File: config.mk
export PLATFORM = sky130hd
export DESIGN_NAME = aist_timing
export DESIGN_NICKNAME = d
export VERILOG_FILES = /design/src/rtl/aist_timing.v
export VERILOG_INCLUDE_DIRS = /design/src /design/src/rtl
export SDC_FILE = /design/constraint.sdc
export NUM_CORES = 1
export LEC_CHECK = 0
export ABC_AREA = 1
export BUFFER_PORTS_ARGS = -buffer_cell sky130_fd_sc_hd__buf_2
export CAP_MARGIN = 0
export CORE_MARGIN = 2
export CORE_UTILIZATION = 54
export DETAILED_ROUTE_END_ITERATION = 6
export GPL_ROUTABILITY_DRIVEN = 0
export HOLD_SLACK_MARGIN = 0.1
export PLACE_DENSITY = 0.71
export RECOVER_POWER = 25
export SLEW_MARGIN = 5
export SYNTH_ARGS = -nofsm -noshare
export SYNTH_HDL_FRONTEND = slang
export SYNTH_SLANG_ARGS = --single-unit
File: constraint.sdc
create_clock -name clk_i -period 9.9 [get_ports clk_i]
set_input_delay 2.475 -clock clk_i [delete_from_list [all_inputs] [get_ports clk_i]]
set_output_delay 2.475 -clock clk_i [all_outputs]
set_load 0.01 [all_outputs]
File: src/rtl/aist_defines.vh
`ifndef AIST_DEFINES_VH
`define AIST_DEFINES_VH
// Word indexes; byte address is four times the index
`define AIST_IDX_CTRL 4'h0
`define AIST_IDX_SCAN_DIV 4'h1
`define AIST_IDX_SCAN_DLY 4'h2
`define AIST_IDX_CONV_DIV 4'h3
`define AIST_IDX_CONV_DLY 4'h4
`define AIST_IDX_CHANS 4'h5
`define AIST_IDX_BUF 4'h6
`define AIST_IDX_PRE 4'h7
`define AIST_IDX_STATUS 4'h8
`define AIST_IDX_COUNT 4'h9
// Control fields
`define AIST_C_START 0
`define AIST_C_STOP 1
`define AIST_C_CONT 2
`define AIST_C_REF_EN 3
`define AIST_C_SCAN_EXT 4
`define AIST_C_CONV_EXT 5
`define AIST_C_SINGLE 6
`define AIST_C_TB_LO 7
`define AIST_C_TB_HI 8
`define AIST_C_TB_FALL 9
`define AIST_C_CTB_20M 10
`define AIST_C_SCAN_FALL 11
`define AIST_C_CONV_FALL 12
`define AIST_C_BEGIN_FALL 13
`define AIST_C_REF_FALL 14
`define AIST_C_GATE_HIGH 15
`define AIST_C_LEVEL_OUT 16
`define AIST_C_HOLD_LOW 17
`define AIST_C_HW_BEGIN 18
`define AIST_CTRL_W 19
`define AIST_CTRL_RST 19'h08000
`define AIST_CTRL_PULSE_MASK 19'h00003
// Scan timebase select codes
`define AIST_TB_20M 2'h0
`define AIST_TB_100K 2'h1
`define AIST_TB_EXT 2'h2
// Reset values
`define AIST_SCAN_DLY_RST 16'h0002
`define AIST_CONV_DLY_RST 16'h0003
`define AIST_DIV_RST 16'h0004
`define AIST_CHANS_RST 16'h0001
`define AIST_BUF_RST 16'h0010
// Timing
`define AIST_CLK_NS 5
`define AIST_TB20_NS 50
`define AIST_TB100K_NS 10000
`endif

File: src/rtl/aist_timing.v
// Our own choices: the Wishbone interface to the registers and the register offsets.
`timescale 1ns/1ps
`include "aist_defines.vh"
module aist_timing #(
  parameter W = 16
) (
  input wire clk_i,
  input wire rst_i,
  input wire wb_cyc_i,
  input wire wb_stb_i,
  input wire wb_we_i,
  input wire [5:0] wb_adr_i,
  input wire [3:0] wb_sel_i,
  input wire [31:0] wb_dat_i,
  output reg [31:0] wb_dat_o,
  output reg wb_ack_o,
  input wire ext_timebase_i,
  input wire ext_scan_strobe_i,
  input wire ext_conversion_strobe_i,
  input wire acq_begin_trig_i,
  input wire acq_ref_stop_trig_i,
  input wire acq_gate_trig_i,
  output reg scan_strobe_o,
  output reg conversion_strobe_n_o,
  output reg conv_start_o,
  output reg hold_done_pulse_o,
  output reg acq_begin_trig_o,
  output reg sample_wr_o,
  output reg [W-1:0] sample_addr_o,
  output reg acq_running_o
);

localparam integer TB20_I = `AIST_TB20_NS / `AIST_CLK_NS;
localparam integer TB100K_I = `AIST_TB100K_NS / `AIST_CLK_NS;
localparam [W-1:0] TB20_CNT = TB20_I[W-1:0];
localparam [W-1:0] TB100K_CNT = TB100K_I[W-1:0];
localparam [W-1:0] ONE = {{(W-1){1'b0}}, 1'b1};
localparam [3:0] ST_IDLE = 4'h1;
localparam [3:0] ST_ACQ = 4'h2;
localparam [3:0] ST_ARMED = 4'h4;
localparam [3:0] ST_POST = 4'h8;

function edge_of;
  input cur;
  input prev;
  input fall;
  begin
    edge_of = fall ? (prev & ~cur) : (cur & ~prev);
  end
endfunction

function [31:0] byte_merge;
  input [31:0] old;
  input [31:0] dat;
  input [3:0] sel;
  begin
    byte_merge[7:0] = sel[0] ? dat[7:0] : old[7:0];
    byte_merge[15:8] = sel[1] ? dat[15:8] : old[15:8];
    byte_merge[23:16] = sel[2] ? dat[23:16] : old[23:16];
    byte_merge[31:24] = sel[3] ? dat[31:24] : old[31:24];
  end
endfunction

////////////////////////////////////////////////////////////////////////////////
// Pin synchronisers
reg [5:0] sync1_reg;
reg [5:0] sync2_reg;
reg [5:0] prev_reg;
wire [5:0] pins = {acq_gate_trig_i, acq_ref_stop_trig_i, acq_begin_trig_i,
  ext_conversion_strobe_i, ext_scan_strobe_i, ext_timebase_i};

always @(posedge clk_i) begin
  if (rst_i) begin
    sync1_reg <= 6'h00;
    sync2_reg <= 6'h00;
    prev_reg <= 6'h00;
  end else begin
    sync1_reg <= pins;
    sync2_reg <= sync1_reg;
    prev_reg <= sync2_reg;
  end
end

////////////////////////////////////////////////////////////////////////////////
// Registers
reg [`AIST_CTRL_W-1:0] ctrl_reg;
reg [W-1:0] scan_div_reg;
reg [W-1:0] scan_dly_reg;
reg [W-1:0] conv_div_reg;
reg [W-1:0] conv_dly_reg;
reg [W-1:0] chans_reg;
reg [W-1:0] buf_reg;
reg [W-1:0] pre_reg;
reg [3:0] state_reg;
reg [W-1:0] samples_reg;
reg [W-1:0] post_reg;
reg wrapped_reg;
reg sw_start_reg;
reg sw_stop_reg;
wire wb_req = wb_cyc_i & wb_stb_i;
wire wb_wr = wb_req & wb_we_i & wb_ack_o;
wire [3:0] idx = wb_adr_i[5:2];
wire [31:0] ctrl_wide = {{(32-`AIST_CTRL_W){1'b0}}, ctrl_reg};
reg [31:0] rd_mux;

always @* begin
  rd_mux = 32'h00000000;
  case (idx)
    `AIST_IDX_CTRL: rd_mux = ctrl_wide;
    `AIST_IDX_SCAN_DIV: rd_mux[W-1:0] = scan_div_reg;
    `AIST_IDX_SCAN_DLY: rd_mux[W-1:0] = scan_dly_reg;
    `AIST_IDX_CONV_DIV: rd_mux[W-1:0] = conv_div_reg;
    `AIST_IDX_CONV_DLY: rd_mux[W-1:0] = conv_dly_reg;
    `AIST_IDX_CHANS: rd_mux[W-1:0] = chans_reg;
    `AIST_IDX_BUF: rd_mux[W-1:0] = buf_reg;
    `AIST_IDX_PRE: rd_mux[W-1:0] = pre_reg;
    `AIST_IDX_STATUS: rd_mux[4:0] = {wrapped_reg, state_reg};
    `AIST_IDX_COUNT: rd_mux[W-1:0] = samples_reg;
    default: rd_mux = 32'h00000000;
  endcase
end

// Full word merge, so control bits above bit 15 stay writable
wire [31:0] wr_merged = byte_merge(rd_mux, wb_dat_i, wb_sel_i);

// Ack one cycle after the request; write lands on the acked edge
always @(posedge clk_i) begin
  if (rst_i) begin
    wb_ack_o <= 1'b0;
    wb_dat_o <= 32'h00000000;
    ctrl_reg <= `AIST_CTRL_RST;
    scan_div_reg <= `AIST_DIV_RST;
    scan_dly_reg <= `AIST_SCAN_DLY_RST;
    conv_div_reg <= `AIST_DIV_RST;
    conv_dly_reg <= `AIST_CONV_DLY_RST;
    chans_reg <= `AIST_CHANS_RST;
    buf_reg <= `AIST_BUF_RST;
    pre_reg <= {W{1'b0}};
    sw_start_reg <= 1'b0;
    sw_stop_reg <= 1'b0;
  end else begin
    wb_ack_o <= wb_req & ~wb_ack_o;
    if (wb_req & ~wb_ack_o)
      wb_dat_o <= rd_mux;
    sw_start_reg <= wb_wr & (idx == `AIST_IDX_CTRL) & wb_sel_i[0] &
      wb_dat_i[`AIST_C_START];
    sw_stop_reg <= wb_wr & (idx == `AIST_IDX_CTRL) & wb_sel_i[0] &
      wb_dat_i[`AIST_C_STOP];
    if (wb_wr) begin
      case (idx)
        `AIST_IDX_CTRL: ctrl_reg <= wr_merged[`AIST_CTRL_W-1:0] &
          ~`AIST_CTRL_PULSE_MASK;
        `AIST_IDX_SCAN_DIV: scan_div_reg <= wr_merged[W-1:0];
        `AIST_IDX_SCAN_DLY: scan_dly_reg <= wr_merged[W-1:0];
        `AIST_IDX_CONV_DIV: conv_div_reg <= wr_merged[W-1:0];
        `AIST_IDX_CONV_DLY: conv_dly_reg <= wr_merged[W-1:0];
        `AIST_IDX_CHANS: chans_reg <= wr_merged[W-1:0];
        `AIST_IDX_BUF: buf_reg <= wr_merged[W-1:0];
        `AIST_IDX_PRE: pre_reg <= wr_merged[W-1:0];
        default: ;
      endcase
    end
  end
end

////////////////////////////////////////////////////////////////////////////////
// Timebases
reg [W-1:0] tb20_cnt_reg;
reg [W-1:0] tb100k_cnt_reg;
wire tb20_tick = (tb20_cnt_reg == ONE);
wire tb100k_tick = (tb100k_cnt_reg == ONE);
wire ext_tb_tick = edge_of(sync2_reg[0], prev_reg[0],
  ctrl_reg[`AIST_C_TB_FALL]);
wire [1:0] tb_sel = ctrl_reg[`AIST_C_TB_HI:`AIST_C_TB_LO];
wire scan_tb_tick = (tb_sel == `AIST_TB_20M) ? tb20_tick :
  (tb_sel == `AIST_TB_100K) ? tb100k_tick :
  (tb_sel == `AIST_TB_EXT) & ext_tb_tick;
wire conv_tb_tick = ctrl_reg[`AIST_C_CTB_20M] ? tb20_tick :
  scan_tb_tick;

always @(posedge clk_i) begin
  if (rst_i) begin
    tb20_cnt_reg <= TB20_CNT;
    tb100k_cnt_reg <= TB100K_CNT;
  end else begin
    tb20_cnt_reg <= tb20_tick ? TB20_CNT : tb20_cnt_reg - ONE;
    tb100k_cnt_reg <= tb100k_tick ? TB100K_CNT : tb100k_cnt_reg - ONE;
  end
end

////////////////////////////////////////////////////////////////////////////////
// Trigger edges and gating
wire running = (state_reg != ST_IDLE);
wire gate_on = ~(sync2_reg[5] ^ ctrl_reg[`AIST_C_GATE_HIGH]);
wire begin_edge = edge_of(sync2_reg[3], prev_reg[3],
  ctrl_reg[`AIST_C_BEGIN_FALL]);
wire ref_edge = edge_of(sync2_reg[4], prev_reg[4],
  ctrl_reg[`AIST_C_REF_FALL]);
wire start_go = ~running & (sw_start_reg |
  (ctrl_reg[`AIST_C_HW_BEGIN] & begin_edge));
wire single = ctrl_reg[`AIST_C_SINGLE];
wire ext_scan_edge = edge_of(sync2_reg[1], prev_reg[1],
  ctrl_reg[`AIST_C_SCAN_FALL]);
wire ext_conv_edge = edge_of(sync2_reg[2], prev_reg[2],
  ctrl_reg[`AIST_C_CONV_FALL]);

////////////////////////////////////////////////////////////////////////////////
// Scan and conversion strobes
reg [W-1:0] scan_cnt_reg;
reg [W-1:0] conv_cnt_reg;
reg [W-1:0] conv_left_reg;
reg hold_dly_reg;
wire int_scan = scan_tb_tick & (scan_cnt_reg <= ONE);
wire int_conv = conv_tb_tick & (conv_cnt_reg <= ONE) &
  (conv_left_reg != {W{1'b0}});
wire scan_raw = single ? ext_conv_edge :
  (ctrl_reg[`AIST_C_SCAN_EXT] ? ext_scan_edge : int_scan);
wire conv_raw = single ? ext_conv_edge :
  (ctrl_reg[`AIST_C_CONV_EXT] ? ext_conv_edge : int_conv);
wire scan_acc = scan_raw & running & ~gate_on &
  (conv_left_reg == {W{1'b0}});
wire conv_acc = conv_raw & ((conv_left_reg != {W{1'b0}}) |
  (single & scan_acc));
wire scan_done = conv_acc & ((scan_acc & (chans_reg == ONE)) |
  (~scan_acc & (conv_left_reg == ONE)));
wire stop_now;

// Internal scan counter holds while gated or idle
always @(posedge clk_i) begin
  if (rst_i) begin
    scan_cnt_reg <= `AIST_SCAN_DLY_RST;
  end else if (start_go) begin
    scan_cnt_reg <= scan_dly_reg;
  end else if (running & ~gate_on & scan_tb_tick) begin
    scan_cnt_reg <= int_scan ? scan_div_reg : scan_cnt_reg - ONE;
  end
end

always @(posedge clk_i) begin
  if (rst_i) begin
    conv_cnt_reg <= `AIST_CONV_DLY_RST;
    conv_left_reg <= {W{1'b0}};
  end else begin
    if (stop_now | ~running) begin
      conv_left_reg <= {W{1'b0}};
    end else if (scan_acc) begin
      conv_left_reg <= chans_reg - {{(W-1){1'b0}}, conv_acc};
    end else if (conv_acc) begin
      conv_left_reg <= conv_left_reg - ONE;
    end
    // Reload with the delay from a scan to its first conversion, the period within one
    if (scan_acc | scan_done | ~running) begin
      conv_cnt_reg <= conv_dly_reg;
    end else if (conv_tb_tick & (conv_left_reg != {W{1'b0}})) begin
      conv_cnt_reg <= int_conv ? conv_div_reg : conv_cnt_reg - ONE;
    end
  end
end

////////////////////////////////////////////////////////////////////////////////
// Acquisition sequencing and sample buffer pointer
reg [3:0] state_next;
wire [W-1:0] post_target = buf_reg - pre_reg;
wire cont = ctrl_reg[`AIST_C_CONT];
wire ref_en = ctrl_reg[`AIST_C_REF_EN];
wire [W-1:0] samples_inc = samples_reg + ONE;
wire fin_done = scan_done & ~cont & ~ref_en & (samples_inc >= buf_reg);
wire post_done = (state_reg == ST_POST) & scan_done & (post_reg <= ONE);
assign stop_now = sw_stop_reg | fin_done | post_done;

always @* begin
  state_next = state_reg;
  case (state_reg)
    ST_IDLE: begin
      if (start_go)
        state_next = (ref_en & (pre_reg == {W{1'b0}})) ? ST_ARMED : ST_ACQ;
    end
    ST_ACQ: begin
      if (stop_now)
        state_next = ST_IDLE;
      else if (ref_en & scan_done & (samples_inc >= pre_reg))
        state_next = ST_ARMED;
    end
    ST_ARMED: begin
      if (sw_stop_reg)
        state_next = ST_IDLE;
      else if (ref_edge)
        state_next = (post_target == {W{1'b0}}) ? ST_IDLE : ST_POST;
    end
    ST_POST: begin
      if (stop_now)
        state_next = ST_IDLE;
    end
    default: state_next = ST_IDLE;
  endcase
end

always @(posedge clk_i) begin
  if (rst_i) begin
    state_reg <= ST_IDLE;
    samples_reg <= {W{1'b0}};
    post_reg <= {W{1'b0}};
    wrapped_reg <= 1'b0;
    sample_addr_o <= {W{1'b0}};
    sample_wr_o <= 1'b0;
  end else begin
    state_reg <= state_next;
    sample_wr_o <= scan_done & running;
    if (start_go) begin
      samples_reg <= {W{1'b0}};
      wrapped_reg <= 1'b0;
      sample_addr_o <= {W{1'b0}};
    end else if (scan_done & running) begin
      samples_reg <= samples_inc;
      // Ring pointer: a full buffer overwrites its oldest entry
      if (sample_addr_o + ONE >= buf_reg) begin
        sample_addr_o <= {W{1'b0}};
        wrapped_reg <= 1'b1;
      end else begin
        sample_addr_o <= sample_addr_o + ONE;
      end
    end
    if ((state_reg == ST_ARMED) & ref_edge)
      post_reg <= post_target;
    else if ((state_reg == ST_POST) & scan_done)
      post_reg <= post_reg - ONE;
  end
end

////////////////////////////////////////////////////////////////////////////////
// Output strobes
always @(posedge clk_i) begin
  if (rst_i) begin
    scan_strobe_o <= 1'b0;
    conversion_strobe_n_o <= 1'b1;
    conv_start_o <= 1'b0;
    hold_dly_reg <= 1'b0;
    hold_done_pulse_o <= 1'b0;
    acq_begin_trig_o <= 1'b0;
    acq_running_o <= 1'b0;
  end else begin
    // Level form stays high until the scan's last conversion
    scan_strobe_o <= ctrl_reg[`AIST_C_LEVEL_OUT] ?
      ((scan_acc | (conv_left_reg != {W{1'b0}})) & ~scan_done) :
      scan_acc;
    conversion_strobe_n_o <= ~conv_acc;
    conv_start_o <= conv_acc;
    hold_dly_reg <= conv_acc;
    hold_done_pulse_o <= hold_dly_reg ^ ctrl_reg[`AIST_C_HOLD_LOW];
    acq_begin_trig_o <= start_go;
    acq_running_o <= (state_next != ST_IDLE);
  end
end

endmodule // aist_timing

==> results.cfg <==
[run_status]
run_status = finished with violations
violations = capacitance limit, slew limit

[cells_and_area]
final-seq-area_um2 = 6170
largest_reg_flops = 19
instances_no_fill = 3012
drive_gt1_share_pct = 7.64
syn_to_final_growth_pct = 10.0
fin_area_um2 = 19300
final_nets = 2685
multiInputGateArea_um2 = 9670
antenna_cells = 0
fill_cells = 2976

[worst_hold_path]
worstHoldPathType = register to register
whs_endpoint = sync2_reg[0]$_SDFF_PP0_
hold_depth = 2
hold_path.startpoint = sync1_reg[0]$_SDFF_PP0_

[setup_path]
critPathMaxStageDelay_ps = 2680
cp_max_fo = 75
rr_endpoint = conv_left_reg[13]$_SDFFE_PP0P_
crit_chain = clkbuf_1 -> clkbuf_1 -> nor2_1
cp_slowest_cell = clkbuf_1
cp_data_required_time_ps = 10120
worst_setup_path_start_kind = input pin
crit_arrival_ps = 6810
reg2reg_from = samples_reg[0]$_SDFFE_PP0P_
crit_top_cell = clkbuf_1
r2r_slack_ps = 5650
critPathCaptureType = register
path_class = input pin to register
r2r_cells = 17

[floorplan]
initial_core_util_pct = 55.1
core_area_um2 = 31800
die-area_um2 = 33900
die_h_um = 184
die_x_um = 184
core.rowCount = 65
ios = 109

[routing]
wl_um = 54700
wl_per_cell_um = 18.2
dr.first_iter.drc_count = 1652
drc = 0
final_antenna_net_count = 0
vias = 17400
first_pass_iters = 6
vias_per_cell = 5.77

[job]
cap_violations = 2

[power]
p_int_w = 0.00204
ir_drop_v = 0.000115
p_per_area_nw_per_um2 = 139
p_clk_share_pct = 47.9
swShare_pct = 24.0
combPwrFrac_pct = 4.9
p_total_w = 0.00269
switchingPower_w = 0.000645
power.leakage_nw = 8.57
pwr-share-seq_pct = 47.1

[placement]
port_buffers = 79
dp_hpwl_um = 40200
post_dp_cell_area_um2 = 18200
dp_cells = 2950

[cts]
cts_tree = yes
postCtsSetupBuffers = 0
cts_resized = 0
cts_buffer_depth = 3
cts_root_buf = clkbuf_16
clkTransAtPathRegs_ps = 60
clk_latency_ps = 540
numCtsBuffers = 35
cts_num_sinks = 308
ctsHtreeMaxLevel = 2
cts_hold_buf = 0

[global_routing]
grt_pass1_wl_um = 85700
top_usage_layer = met2
grt_pass1_vias = 16000
grt_max_degree = 124
grt_antenna_before_repair = 2
grt_util_all_layers_pct = 32.1
grtUsageMet1_pct = 42.4
grt_overflow = 0
use_met2_pct = 48.7
met3_usage_pct = 7.96

[logic_synthesis]
yosysUniqueCellTypes = 55
synth-warning-count = 0
synth_top_cells_by_area = dfxtp_1 35%, nand2_1 8.9%, a21oi_1 7.4%
synth.ff_latch_count = 308
synth_cells = 2507
syn_avg_cell_area_um2 = 6.99
syn-cell-area_um2 = 17500
ys_seq_area_share_pct = 35.2
synth_top_area_share_pct = 35.2
yosys.area.top_type = dfxtp_1

[timing]
rsz0062_at_grt = no
min_period_over_period_pct = 66.6
setup_violations = 0
finalHoldViolCount = 0
hold_ws_ps = 402
slew_headroom_pct = -145
finalCriticalPeriod_ps = 6590
final.setup.tns_ps = 0
drv_slew = 105
worst_pin_slew_ps = 3680
finClkSkew_ps = 19.2
fmax_mhz = 152
[cell families after synthesis]
group                    Yosys count  synth area share (%)
XOR/XNOR                          90                  4.50
multiplexers                       8                 0.457
AO/OA/AOI/OAI                    661                  21.1
AND/OR/NAND/NOR                  922                  23.1
adder cells (fa/ha/maj)           80                  5.75
other                              1                0.0214
flip-flops                       308                  35.2
buffers and inverters            437                  9.92
[how the worst max path moves through the flow]
| stage | start | end | slack [ps] | depth (start not counted) |
|---|---|---|---|---|
| final | rst_i | sw_stop_reg$_SDFF_PP0_ | 3310 | 3 |
| after global routing | rst_i | sw_stop_reg$_SDFF_PP0_ | 3120 | 3 |
| after floorplan | wb_adr_i[4] | buf_reg[7]$_SDFFE_PP0P_ | 5860 | 8 |
| after global placement | wb_adr_i[4] | scan_dly_reg[6]$_SDFFE_PP0P_ | 4560 | 11 |
| after detailed placement | wb_adr_i[4] | pre_reg[8]$_SDFFE_PP0P_ | 4540 | 9 |
| after CTS | wb_adr_i[4] | pre_reg[8]$_SDFFE_PP0P_ | 5100 | 9 |
[cells in the final DEF, fill, tap and decap left out, types with 29 or more instances in the layout]
cell / instances
a21oi_1: 259
buf_2: 71
clkbuf_16: 36
dfxtp_1: 308
ha_1: 79
inv_1: 331
nand2_1: 414
nand3_1: 91
nand4_1: 35
nor2_1: 269
nor3_1: 41
o211ai_1: 30
o21ai_0: 246
o22ai_1: 30
xnor2_1: 29
xor2_1: 61
[cells in the mapped netlist, drive strengths merged]
cell,number
xor2,61
clkbuf,65
a31oi,18
nand4,36
a21boi,2
a21oi,260
nor2,292
mux2i,8
o211ai,30
conb,1
buf,32
o21a,4
nand2,424
ha,79
a21o,1
o21ai,253
nand3,96
nor4,18
o31ai,4
nor3,41
o2111ai,7
a32o,1
o221ai,8
o22ai,30
o311ai,3
inv,336
o21bai,2
dfxtp,308
a2111oi,1
a211oi,20
fa,1
or2,9
nor3b,1
xnor2,29
clkinv,4
a221oi,17
nand3b,5
[critical path: cells and delay by family]
kind          cells  cell delay (ps)
buf+inv           2             3940
simple gates      1              330
[cell type report]
type	instances	area share, %
Timing Repair Buffer	93	2.52
Multi-Input combinational cell	1774	50.2
Sequential cell	308	32.0
Inverter	340	6.63
Tap cell	435	2.82
Clock inverter	7	0.260
Clock buffer	55	5.61
[power by group through the flow]
stage / Sequential (W) / Combinational, W / Clock, W
global placement: 0.00129 / 0.000126 / 0
floorplan: 0.00129 / 0.0000824 / 0
finish: 0.00127 / 0.000133 / 0.00129
detailed placement: 0.00129 / 0.000128 / 0
global route: 0.00127 / 0.000145 / 0.00135
CTS: 0.00127 / 0.000129 / 0.00129
[per-layer routing]
| layer | vias to the layer above | part of all wire [%] | wire length, µm |
|---|---|---|---|
| met5 | - | 0.086 | 47 |
| met4 | 4 | 5.1 | 2820 |
| met3 | 167 | 10 | 5550 |
| met2 | 783 | 43 | 23300 |
| met1 | 7998 | 42 | 23000 |
| li1 | 8437 | - | - |
[stage by stage]
step                utilization, %  setup WS [ps]
floorplan                        -           5860
global placement              57.1           4560
detailed placement            57.1           4540
CTS                           60.7           5100
global route                  60.6           3120
finish                        60.6           3310
(Power assumes the default switching activity.)
